==> src/logic/fcdl_pkg.sv <==
/*
 * fcdl_pkg: constants, modes and carriers for the fast comm data lanes.
 * Assumes a single 125 MHz core clock; link clocks are sampled, not used as clocks.
 */
package fcdl_pkg;
    // ==========================================================
    // line modes and carriers
    typedef enum logic [1:0] {
        FCDL_MODE_UTOPIA,
        FCDL_MODE_NIBBLE,
        FCDL_MODE_SERIAL
    } fcdl_mode_e;

    typedef struct packed {
        logic [7:0] data;   // octet, bit 7 most significant
        logic       first;  // first octet of an atm cell
    } fcdl_octet_s;

    typedef struct packed {
        logic [4:0] sub_block; // requester sub-block code
        logic       dir_rx;    // 0 transmit, 1 receive
    } fcdl_dma_id_s;

    // ==========================================================
    // sizes, counts and reset values
    localparam int         FCDL_FIFO_WIDTH   = 8;
    localparam int         FCDL_FIFO_DEPTH   = 16;
    localparam logic [5:0] FCDL_CELL_LAST    = 6'h34;  // 53 octets: index 0..52
    localparam logic [5:0] FCDL_CELL_FIRST   = 6'h00;
    localparam logic [7:0] FCDL_IDLE_OCTET   = 8'h00;  // fill octet of idle cells
    localparam logic [2:0] FCDL_STEP_NIBBLE  = 3'h4;
    localparam logic [2:0] FCDL_STEP_SERIAL  = 3'h1;
    localparam logic [7:0] FCDL_RST_OCTET    = 8'h00;
    localparam logic [5:0] FCDL_RST_DMA_NUM  = 6'h00;
    localparam int         FCDL_DMA_DIR_BIT  = 5;
endpackage : fcdl_pkg

==> src/logic/fcdl_lanes.sv <==
/*
 * fcdl_fifo and fcdl_lanes: data lanes of a fast comm channel (utopia octets,
 * nibble and single-bit modes) plus the dma requester number output.
 * Assumes line_mode is fixed before traffic and link clocks are slow against
 * the 125 MHz core clock, so each link edge is seen after synchronisation.
 */
`timescale 1ns/1ps
`default_nettype none

// ==========================================================
// fifo with valid/ready on both sides
module fcdl_fifo #(
    parameter int W = 8,
    parameter int D = 16
) (
    input  wire logic         clock,    // core clock
    input  wire logic         sys_rst,  // sync reset, high
    input  wire logic         ce,       // clock enable
    input  wire logic         in_valid, // write request
    output logic              in_ready, // not full
    input  wire logic [W-1:0] in_data,  // write word
    output logic              out_valid,// not empty
    input  wire logic         out_ready,// read accept
    output logic      [W-1:0] out_data  // head word
);
    localparam int AW = $clog2(D);
    logic [W-1:0] mem [D];
    logic [AW:0]  wr_ptr;
    logic [AW:0]  rd_ptr;
    logic [AW:0]  next_wr_ptr;
    logic [AW:0]  next_rd_ptr;
    logic         do_wr;
    logic         do_rd;

    // full and empty from pointer wrap bit
    always_comb begin
        in_ready    = (wr_ptr - rd_ptr) != (AW+1)'(D);
        out_valid   = wr_ptr != rd_ptr;
        out_data    = mem[rd_ptr[AW-1:0]];
        do_wr       = in_valid && in_ready;
        do_rd       = out_valid && out_ready;
        next_wr_ptr = do_wr ? wr_ptr + 1'b1 : wr_ptr;
        next_rd_ptr = do_rd ? rd_ptr + 1'b1 : rd_ptr;
    end

    // pointer and storage registers
    always_ff @(posedge clock) begin
        if (sys_rst) begin
            wr_ptr <= '0;
            rd_ptr <= '0;
        end else if (ce) begin
            wr_ptr <= next_wr_ptr;
            rd_ptr <= next_rd_ptr;
            if (do_wr) begin
                mem[wr_ptr[AW-1:0]] <= in_data;
            end
        end
    end
endmodule : fcdl_fifo

// Functional notes
// - utopia transmit sends one octet per transfer on eight lines, line 7 msb.
// - with no payload queued the utopia transmitter sends idle cells.
// - every atm cell on either bus is exactly 53 octets, one per transfer.
// - utopia receive takes one octet per transfer from eight lines, line 7 msb.
// - nibble modes transmit four bits per transfer on lines 3..0, line 3 msb.
// - nibble modes receive four bits per transfer on lines 3..0, line 3 msb.
// - serial modes move one bit per bit period on one line each way.
// - the dma requester number carries the sub-block code in bits 0..4.
// - bit 5 of the dma requester number is 0 for transmit and 1 for receive.
// - the requester number of a failing dma transfer is captured for error report.
// - with receive enable seen, data and start of cell are sampled one cycle later.
// - the start-of-cell output marks the first valid octet of a received cell.
// - in nibble mode transmit enable is high while frame data goes out.
module fcdl_lanes
    import fcdl_pkg::*;
(
    input  wire logic         clock,        // core clock 125 MHz
    input  wire logic         sys_rst,      // sync reset, high
    input  wire logic         ce,           // clock enable
    input  wire fcdl_mode_e   line_mode,    // static line mode
    input  wire logic         tx_in_valid,  // user octet valid
    output logic              tx_in_ready,  // fifo has room
    input  wire logic [7:0]   tx_in_data,   // user octet
    input  wire logic         tx_link_clk,  // transmit link clock pin
    output logic      [7:0]   tx_data,      // transmit data lines
    output logic              tx_soc,       // transmit start of cell
    output logic              tx_en,        // transmit enable
    input  wire logic         rx_link_clk,  // receive link clock pin
    input  wire logic [7:0]   rx_data,      // receive data lines
    input  wire logic         rx_enb_n,     // receive enable, low
    input  wire logic         rx_soc,       // receive start of cell pin
    input  wire logic         rx_dv,        // nibble receive data valid
    output logic              rx_soc_out,   // first octet of cell seen
    output logic              rx_out_valid, // received octet pulse
    output fcdl_octet_s       rx_out,       // received octet
    input  wire fcdl_dma_id_s dma_id,       // current dma requester
    input  wire logic         dma_err,      // dma transfer error pulse
    output logic      [5:0]   dma_requester_number, // requester output
    output logic      [5:0]   dma_err_number        // captured on error
);
    // ==========================================================
    // pin synchronisers
    logic [11:0] sync_a;
    logic [11:0] sync_b;
    logic        tx_clk_d;
    logic        rx_clk_d;
    logic        tx_edge;
    logic        rx_edge;

    always_ff @(posedge clock) begin
        if (sys_rst) begin
            sync_a   <= '0;
            sync_b   <= '0;
            tx_clk_d <= 1'b0;
            rx_clk_d <= 1'b0;
        end else if (ce) begin
            sync_a   <= {tx_link_clk, rx_link_clk, rx_data, rx_enb_n, rx_soc};
            sync_b   <= sync_a;
            tx_clk_d <= sync_b[11];
            rx_clk_d <= sync_b[10];
        end
    end

    // rising edges of the sampled link clocks
    always_comb begin
        tx_edge = sync_b[11] && !tx_clk_d;
        rx_edge = sync_b[10] && !rx_clk_d;
    end

    logic rx_dv_a;
    logic rx_dv_b;

    // data valid passes its own two flops
    always_ff @(posedge clock) begin
        if (sys_rst) begin
            rx_dv_a <= 1'b0;
            rx_dv_b <= 1'b0;
        end else if (ce) begin
            rx_dv_a <= rx_dv;
            rx_dv_b <= rx_dv_a;
        end
    end

    // ==========================================================
    // transmit fifo
    logic       fifo_valid;
    logic       fifo_pop;
    logic [7:0] fifo_data;

    fcdl_fifo #(
        .W (FCDL_FIFO_WIDTH),
        .D (FCDL_FIFO_DEPTH)
    ) u_tx_fifo (
        .clock     (clock),
        .sys_rst   (sys_rst),
        .ce        (ce),
        .in_valid  (tx_in_valid),
        .in_ready  (tx_in_ready),
        .in_data   (tx_in_data),
        .out_valid (fifo_valid),
        .out_ready (fifo_pop),
        .out_data  (fifo_data)
    );

    // ==========================================================
    // transmit lane
    logic [5:0] tx_cnt;
    logic       tx_payload;
    logic [7:0] tx_sr;
    logic [2:0] tx_sub;
    logic [5:0] next_tx_cnt;
    logic       next_tx_payload;
    logic [7:0] next_tx_sr;
    logic [2:0] next_tx_sub;
    logic [7:0] next_tx_data;
    logic       next_tx_soc;
    logic       next_tx_en;
    logic [2:0] tx_step;
    logic [7:0] tx_cur;
    logic       tx_start;

    // next transmit state, one unit per link edge
    always_comb begin
        next_tx_cnt     = tx_cnt;
        next_tx_payload = tx_payload;
        next_tx_sr      = tx_sr;
        next_tx_sub     = tx_sub;
        next_tx_data    = tx_data;
        next_tx_soc     = tx_soc;
        next_tx_en      = tx_en;
        fifo_pop        = 1'b0;
        tx_step         = (line_mode == FCDL_MODE_NIBBLE) ? FCDL_STEP_NIBBLE : FCDL_STEP_SERIAL;
        tx_start        = tx_sub == 3'h0;
        tx_cur          = tx_start ? fifo_data : tx_sr;
        if (tx_edge) begin
            unique case (line_mode)
                FCDL_MODE_UTOPIA: begin
                    next_tx_soc = tx_cnt == FCDL_CELL_FIRST;
                    if (tx_cnt == FCDL_CELL_FIRST) begin
                        next_tx_payload = fifo_valid;
                    end
                    if (next_tx_payload && fifo_valid) begin
                        next_tx_data = fifo_data;
                        fifo_pop     = 1'b1;
                    end else begin
                        next_tx_data = FCDL_IDLE_OCTET;
                    end
                    next_tx_cnt = (tx_cnt == FCDL_CELL_LAST) ? FCDL_CELL_FIRST
                                                             : tx_cnt + 6'h01;
                    next_tx_en  = 1'b1;
                end
                FCDL_MODE_NIBBLE, FCDL_MODE_SERIAL: begin
                    next_tx_soc = 1'b0;
                    if (tx_start && !fifo_valid) begin
                        next_tx_en   = 1'b0;
                        next_tx_data = FCDL_RST_OCTET;
                    end else begin
                        fifo_pop   = tx_start;
                        next_tx_en = 1'b1;
                        if (line_mode == FCDL_MODE_NIBBLE) begin
                            next_tx_data = {4'h0, tx_cur[3:0]};
                        end else begin
                            next_tx_data = {7'h00, tx_cur[0]};
                        end
                        next_tx_sr  = tx_cur >> tx_step;
                        next_tx_sub = tx_sub + tx_step;
                    end
                end
                default: begin
                    next_tx_en   = 1'b0;
                    next_tx_data = FCDL_RST_OCTET;
                end
            endcase
        end
    end

    // transmit registers
    always_ff @(posedge clock) begin
        if (sys_rst) begin
            tx_cnt     <= FCDL_CELL_FIRST;
            tx_payload <= 1'b0;
            tx_sr      <= FCDL_RST_OCTET;
            tx_sub     <= 3'h0;
            tx_data    <= FCDL_RST_OCTET;
            tx_soc     <= 1'b0;
            tx_en      <= 1'b0;
        end else if (ce) begin
            tx_cnt     <= next_tx_cnt;
            tx_payload <= next_tx_payload;
            tx_sr      <= next_tx_sr;
            tx_sub     <= next_tx_sub;
            tx_data    <= next_tx_data;
            tx_soc     <= next_tx_soc;
            tx_en      <= next_tx_en;
        end
    end

    // ==========================================================
    // receive lane
    logic        rx_enb_seen;
    logic [5:0]  rx_cnt;
    logic [7:0]  rx_sr;
    logic [2:0]  rx_sub;
    logic        next_rx_enb_seen;
    logic [5:0]  next_rx_cnt;
    logic [7:0]  next_rx_sr;
    logic [2:0]  next_rx_sub;
    logic        next_rx_valid;
    fcdl_octet_s next_rx_out;
    logic        next_rx_soc_out;
    logic [7:0]  rx_pins;

    // next receive state, sampled at link edges
    always_comb begin
        rx_pins          = sync_b[9:2];
        next_rx_enb_seen = rx_enb_seen;
        next_rx_cnt      = rx_cnt;
        next_rx_sr       = rx_sr;
        next_rx_sub      = rx_sub;
        next_rx_valid    = 1'b0;
        next_rx_out      = rx_out;
        next_rx_soc_out  = 1'b0;
        if (rx_edge) begin
            unique case (line_mode)
                FCDL_MODE_UTOPIA: begin
                    next_rx_enb_seen = !sync_b[1];
                    if (rx_enb_seen) begin
                        next_rx_valid    = 1'b1;
                        next_rx_out.data = rx_pins;
                        if (sync_b[0]) begin
                            next_rx_cnt = 6'h01;
                        end else begin
                            next_rx_cnt = (rx_cnt == FCDL_CELL_LAST + 6'h01) ? 6'h01
                                                                             : rx_cnt + 6'h01;
                        end
                        next_rx_out.first = sync_b[0] || (rx_cnt == FCDL_CELL_LAST + 6'h01);
                        next_rx_soc_out   = next_rx_out.first;
                    end
                end
                FCDL_MODE_NIBBLE: begin
                    if (!rx_dv_b) begin
                        next_rx_sub = 3'h0;
                    end else begin
                        next_rx_sr  = {rx_pins[3:0], rx_sr[7:4]};
                        next_rx_sub = rx_sub + FCDL_STEP_NIBBLE;
                        if (rx_sub == 3'h4) begin
                            next_rx_valid = 1'b1;
                            next_rx_out   = '{data: {rx_pins[3:0], rx_sr[7:4]}, first: 1'b0};
                        end
                    end
                end
                FCDL_MODE_SERIAL: begin
                    next_rx_sr  = {rx_pins[0], rx_sr[7:1]};
                    next_rx_sub = rx_sub + FCDL_STEP_SERIAL;
                    if (rx_sub == 3'h7) begin
                        next_rx_valid = 1'b1;
                        next_rx_out   = '{data: {rx_pins[0], rx_sr[7:1]}, first: 1'b0};
                    end
                end
                default: begin
                    next_rx_sub = 3'h0;
                end
            endcase
        end
    end

    // receive registers
    always_ff @(posedge clock) begin
        if (sys_rst) begin
            rx_enb_seen  <= 1'b0;
            rx_cnt       <= FCDL_CELL_FIRST;
            rx_sr        <= FCDL_RST_OCTET;
            rx_sub       <= 3'h0;
            rx_out_valid <= 1'b0;
            rx_out       <= '0;
            rx_soc_out   <= 1'b0;
        end else if (ce) begin
            rx_enb_seen  <= next_rx_enb_seen;
            rx_cnt       <= next_rx_cnt;
            rx_sr        <= next_rx_sr;
            rx_sub       <= next_rx_sub;
            rx_out_valid <= next_rx_valid;
            rx_out       <= next_rx_out;
            rx_soc_out   <= next_rx_soc_out;
        end
    end

    // ==========================================================
    // dma requester number and error capture
    logic [5:0] next_dma_num;
    logic [5:0] next_dma_err;

    always_comb begin
        next_dma_num = {dma_id.dir_rx, dma_id.sub_block};
        next_dma_err = dma_err ? dma_requester_number : dma_err_number;
    end

    always_ff @(posedge clock) begin
        if (sys_rst) begin
            dma_requester_number <= FCDL_RST_DMA_NUM;
            dma_err_number       <= FCDL_RST_DMA_NUM;
        end else if (ce) begin
            dma_requester_number <= next_dma_num;
            dma_err_number       <= next_dma_err;
        end
    end
endmodule : fcdl_lanes

`default_nettype wire

==> config.mk <==
export PLATFORM = sky130hd
export DESIGN_NAME = fcdl_lanes
export DESIGN_NICKNAME = d
export VERILOG_FILES = /design/src/logic/fcdl_pkg.sv /design/src/logic/fcdl_lanes.sv
export SDC_FILE = /design/constraint.sdc
export NUM_CORES = 1
export LEC_CHECK = 0
export BUFFER_PORTS_ARGS = -buffer_cell sky130_fd_sc_hd__buf_2
export CAP_MARGIN = 20
export CORE_MARGIN = 1.5
export CORE_UTILIZATION = 55
export DETAILED_ROUTE_END_ITERATION = 8
export GPL_TIMING_DRIVEN = 0
export PLACE_DENSITY = 0.83
export SYNTH_ARGS = -nofsm -noshare
export SYNTH_HDL_FRONTEND = slang
export SYNTH_SLANG_ARGS = --single-unit
==> constraint.sdc <==
create_clock -name clock -period 6.4 [get_ports clock]
set_clock_uncertainty 0.1 [all_clocks]
set_input_delay 0.64 -clock clock [delete_from_list [all_inputs] [get_ports clock]]
set_output_delay 0.64 -clock clock [all_outputs]
set_load 0.01 [all_outputs]
==> key figures <==
Status
  – Status: complete, no violations

Layout
  – Leading cell type in the layout, fill and taps excluded: edfxtp_1
  – Ant. Diodes: 0
  – Nets@finish: 973
  – Layout overhead on the synthesized area: 15.2%
  – Commonest non-fill, non-tap cells in the layout: edfxtp_1 (128), dfxtp_1 (110), nor2_1 (108)
  – Post-route cell area: 11700 um2
  – Layout cells sized above 1: 0.193

Routing
  – Total Wirelength: about 22 mm
  – Drt wl/cell: ~19 um
  – TritonRoute pass-1 iters: 5
  – Antenna Violating Nets Remaining: 0
  – Initial DRC Count: 614
  – DR DRC count: 0
  – Via count: 6891
  – DR vias/cell: 5.92

Power
  – Flop pwr share: 0.502
  – Clock network power share: 0.459
  – P_sw: 686 uW
  – Share of total power in combinational logic: 0.039
  – Net Sw Frac: 0.211
  – Design Power: 3250 uW
  – Pleak: 0.00421 uW
  – Worst VDD drop: 0.278 mV
  – Pwr/cell area: approximately 280 nW/um2
  – Pint: around 2600 uW

Logic synthesis
  – YS warnings: 0
  – Synth Cell Area: 10100 um2
  – Ys flop type: edfxtp_1
  – EDFF count, synth: 128
  – Syn Nets: 872
  – Synth Instances: 816
  – Syn Area/Cell: 12.4 um2
  – Post-synthesis sequential area ratio: 0.597
  – Post-synth ARST share: 0
  – Distinct cells, synth: 58
  – Post-synthesis register bit count: 238

Clock network
  – CTS root buffer: clkbuf_16
  – Sink Count: 238
  – Post-CTS sizing: 0
  – Clock buffer depth: 3
  – Clock latency on the worst-skew pair: 520 ps
  – H-tree levels: 1
  – CTS Hold Bufs: 0
  – Setup bufs post-CTS: 0
  – Num CTS Buffers: 25
  – CTS tree: yes
  – Clock transition at path regs: 60 ps

Floorplan
  – Chip width: 139 um
  – Initial core utilization: 0.562
  – Die ar.: 19300 um2
  – Die H: 139 um
  – Core ar.: between 15000 and 20000 um2
  – Number of I/O pins: 68
  – Row count: 49

Setup path
  – Worst Path Arrival: between 3000 and 4000 ps
  – Worst endpoint required time: 6430 ps
  – Reg2reg start: u_tx_fifo.rd_ptr[1]
  – Critical path type: flip-flop to flip-flop
  – Worst-path fanout max: 9
  – Worst Setup SP: u_tx_fifo.rd_ptr[1]
  – Critical Path End Type: flip-flop
  – Critical Path Source Type: flip-flop

STA
  – Setup-failing EPs final: 0
  – Final Cycle Share: 0.490
  – Worst-Margin Slew: 976 ps
  – Final slew viol count: 0
  – Setup TNS: 0 ps
  – Worst slew margin: 0.347
  – Max Fclk: between 300 and 400 MHz
  – RSZ-0062 raised after global routing: no
  – Number of hold violations in the final report: 0
  – Crit path time final: approximately 3100 ps

Placed design
  – Placed instance area: 10800 um2
  – Input/output buffers: 66
  – Final HPWL DP: 15.2 mm
  – Routability cong.: roughly 0.83

Global route
  – Largest net degree at the start of global routing: 17
  – Total GRT Usage: 0.233
  – Initial antenna violation count: 0
  – GRT Residual Overflow: 0
  – First-pass GRT wire length: 35.9 mm
  – Vias in the first global route: 6752

Min path
  – Hold crit path type: primary input to flip-flop
  – Min-delay src: dma_id[3]

Flow run
  – Max Cap Viol: 0
## registers in the layout, indices dropped and copies added (netlist names), 6 cells and up, named ones only
name	flops
u_tx_fifo.mem	128
sync_a	12
sync_b	12
rx_out	9
tx_data	8
tx_sr	8
rx_sr	7
dma_err_number	6
dma_requester_number	6
rx_cnt	6
tx_cnt	6
## cell type report
cell class	count	area, um2
multi-input combinational	517	3840
clock buffer	32	662
tap	229	287
inverter	17	63.8
clock inverter	14	186
timing repair buffer	74	385
fill	1348	6340
buffer	44	209
sequential	238	6050
## logic make-up (layout without fill, tap and decap cells)
family | after synthesis | after routing | share of synthesized area
buffers and inverters | 61 | 181 | 0.0269
adder cells (fa/ha/maj) | 22 | 22 | 0.0272
XOR/XNOR | 13 | 13 | 0.0120
flip-flops | 238 | 238 | 0.597
multiplexers | 100 | 100 | 0.136
AO/OA/AOI/OAI | 121 | 121 | 0.0812
AND/OR/NAND/NOR | 261 | 261 | 0.120
## synth_stat cells, drive strengths merged (3+ instances only)
master / number / area, um2
a31oi: 3 / 18.8
nor2: 108 / 405
o21ai: 13 / 65.1
xor2: 10 / 95.1
mux2i: 54 / 541
xnor2: 3 / 26.3
clkbuf: 25 / 93.8
mux4: 26 / 616
a221oi: 4 / 60.1
or3: 5 / 31.3
a21oi: 41 / 205
inv: 17 / 63.8
dfxtp: 110 / 2200
a22oi: 9 / 67.6
buf: 19 / 115
nand4: 13 / 81.3
nor3: 12 / 65.1
nand3: 20 / 100
nand2: 57 / 214
ha: 22 / 275
o211ai: 10 / 75.1
nor4: 10 / 68.8
o221ai: 4 / 35.0
nand2b: 14 / 87.6
edfxtp: 128 / 3840
mux2: 20 / 225
nand3b: 6 / 45.0
nor2b: 5 / 31.3
a211oi: 17 / 128
o22ai: 6 / 37.5
## per-stage QoR
stage	cells	util	hold WS (ps)	setup WS, ps
after floorplan	816	-	324	3450
after global placement	1111	0.596	338	2710
after detailed placement	1119	0.601	347	3300
after CTS	1165	0.648	254	3290
after global routing	1165	0.648	271	3110
final	1165	0.648	271	3260
## power groups by stage
stage,combinational (uW),clock [uW],sequential [uW]
floorplan,72.6,0,1660
global placement,119,0,1660
detailed placement,124,0,1660
CTS,125,1510,1630
global route,138,1560,1630
finish,127,1490,1630
## final timing paths
path / endpoint / slack (ps) / depth (start not counted)
max: u_tx_fifo.mem[12][7] / 3260 / 8
min: dma_requester_number[2] / 270 / 3
max reg2reg: u_tx_fifo.mem[12][7] / 3260 / 8
min reg2reg: dma_err_number[5] / 360 / 2
## worst max-delay path, cell delays in order, from the launching register on
cell and delay, ps:
dfxtp_1 380, inv_1 80, ha_1 330, nor2b_1 160, o211a_1 200, o2111a_1 310
inv_2 150, nand4_1 220, nor2_1 830
## metal layers
metal / GRT usage / up-vias / wire (um)
li1: - / 3255 / -
met1: 0.320 / 3346 / 9830
met2: 0.383 / 250 / 10600
met3: 0.0404 / 40 / 1420
met4: 0.0735 / 0 / 466
met5: 0 / - / 0
Note: power is estimated with default switching activity, not from simulation.
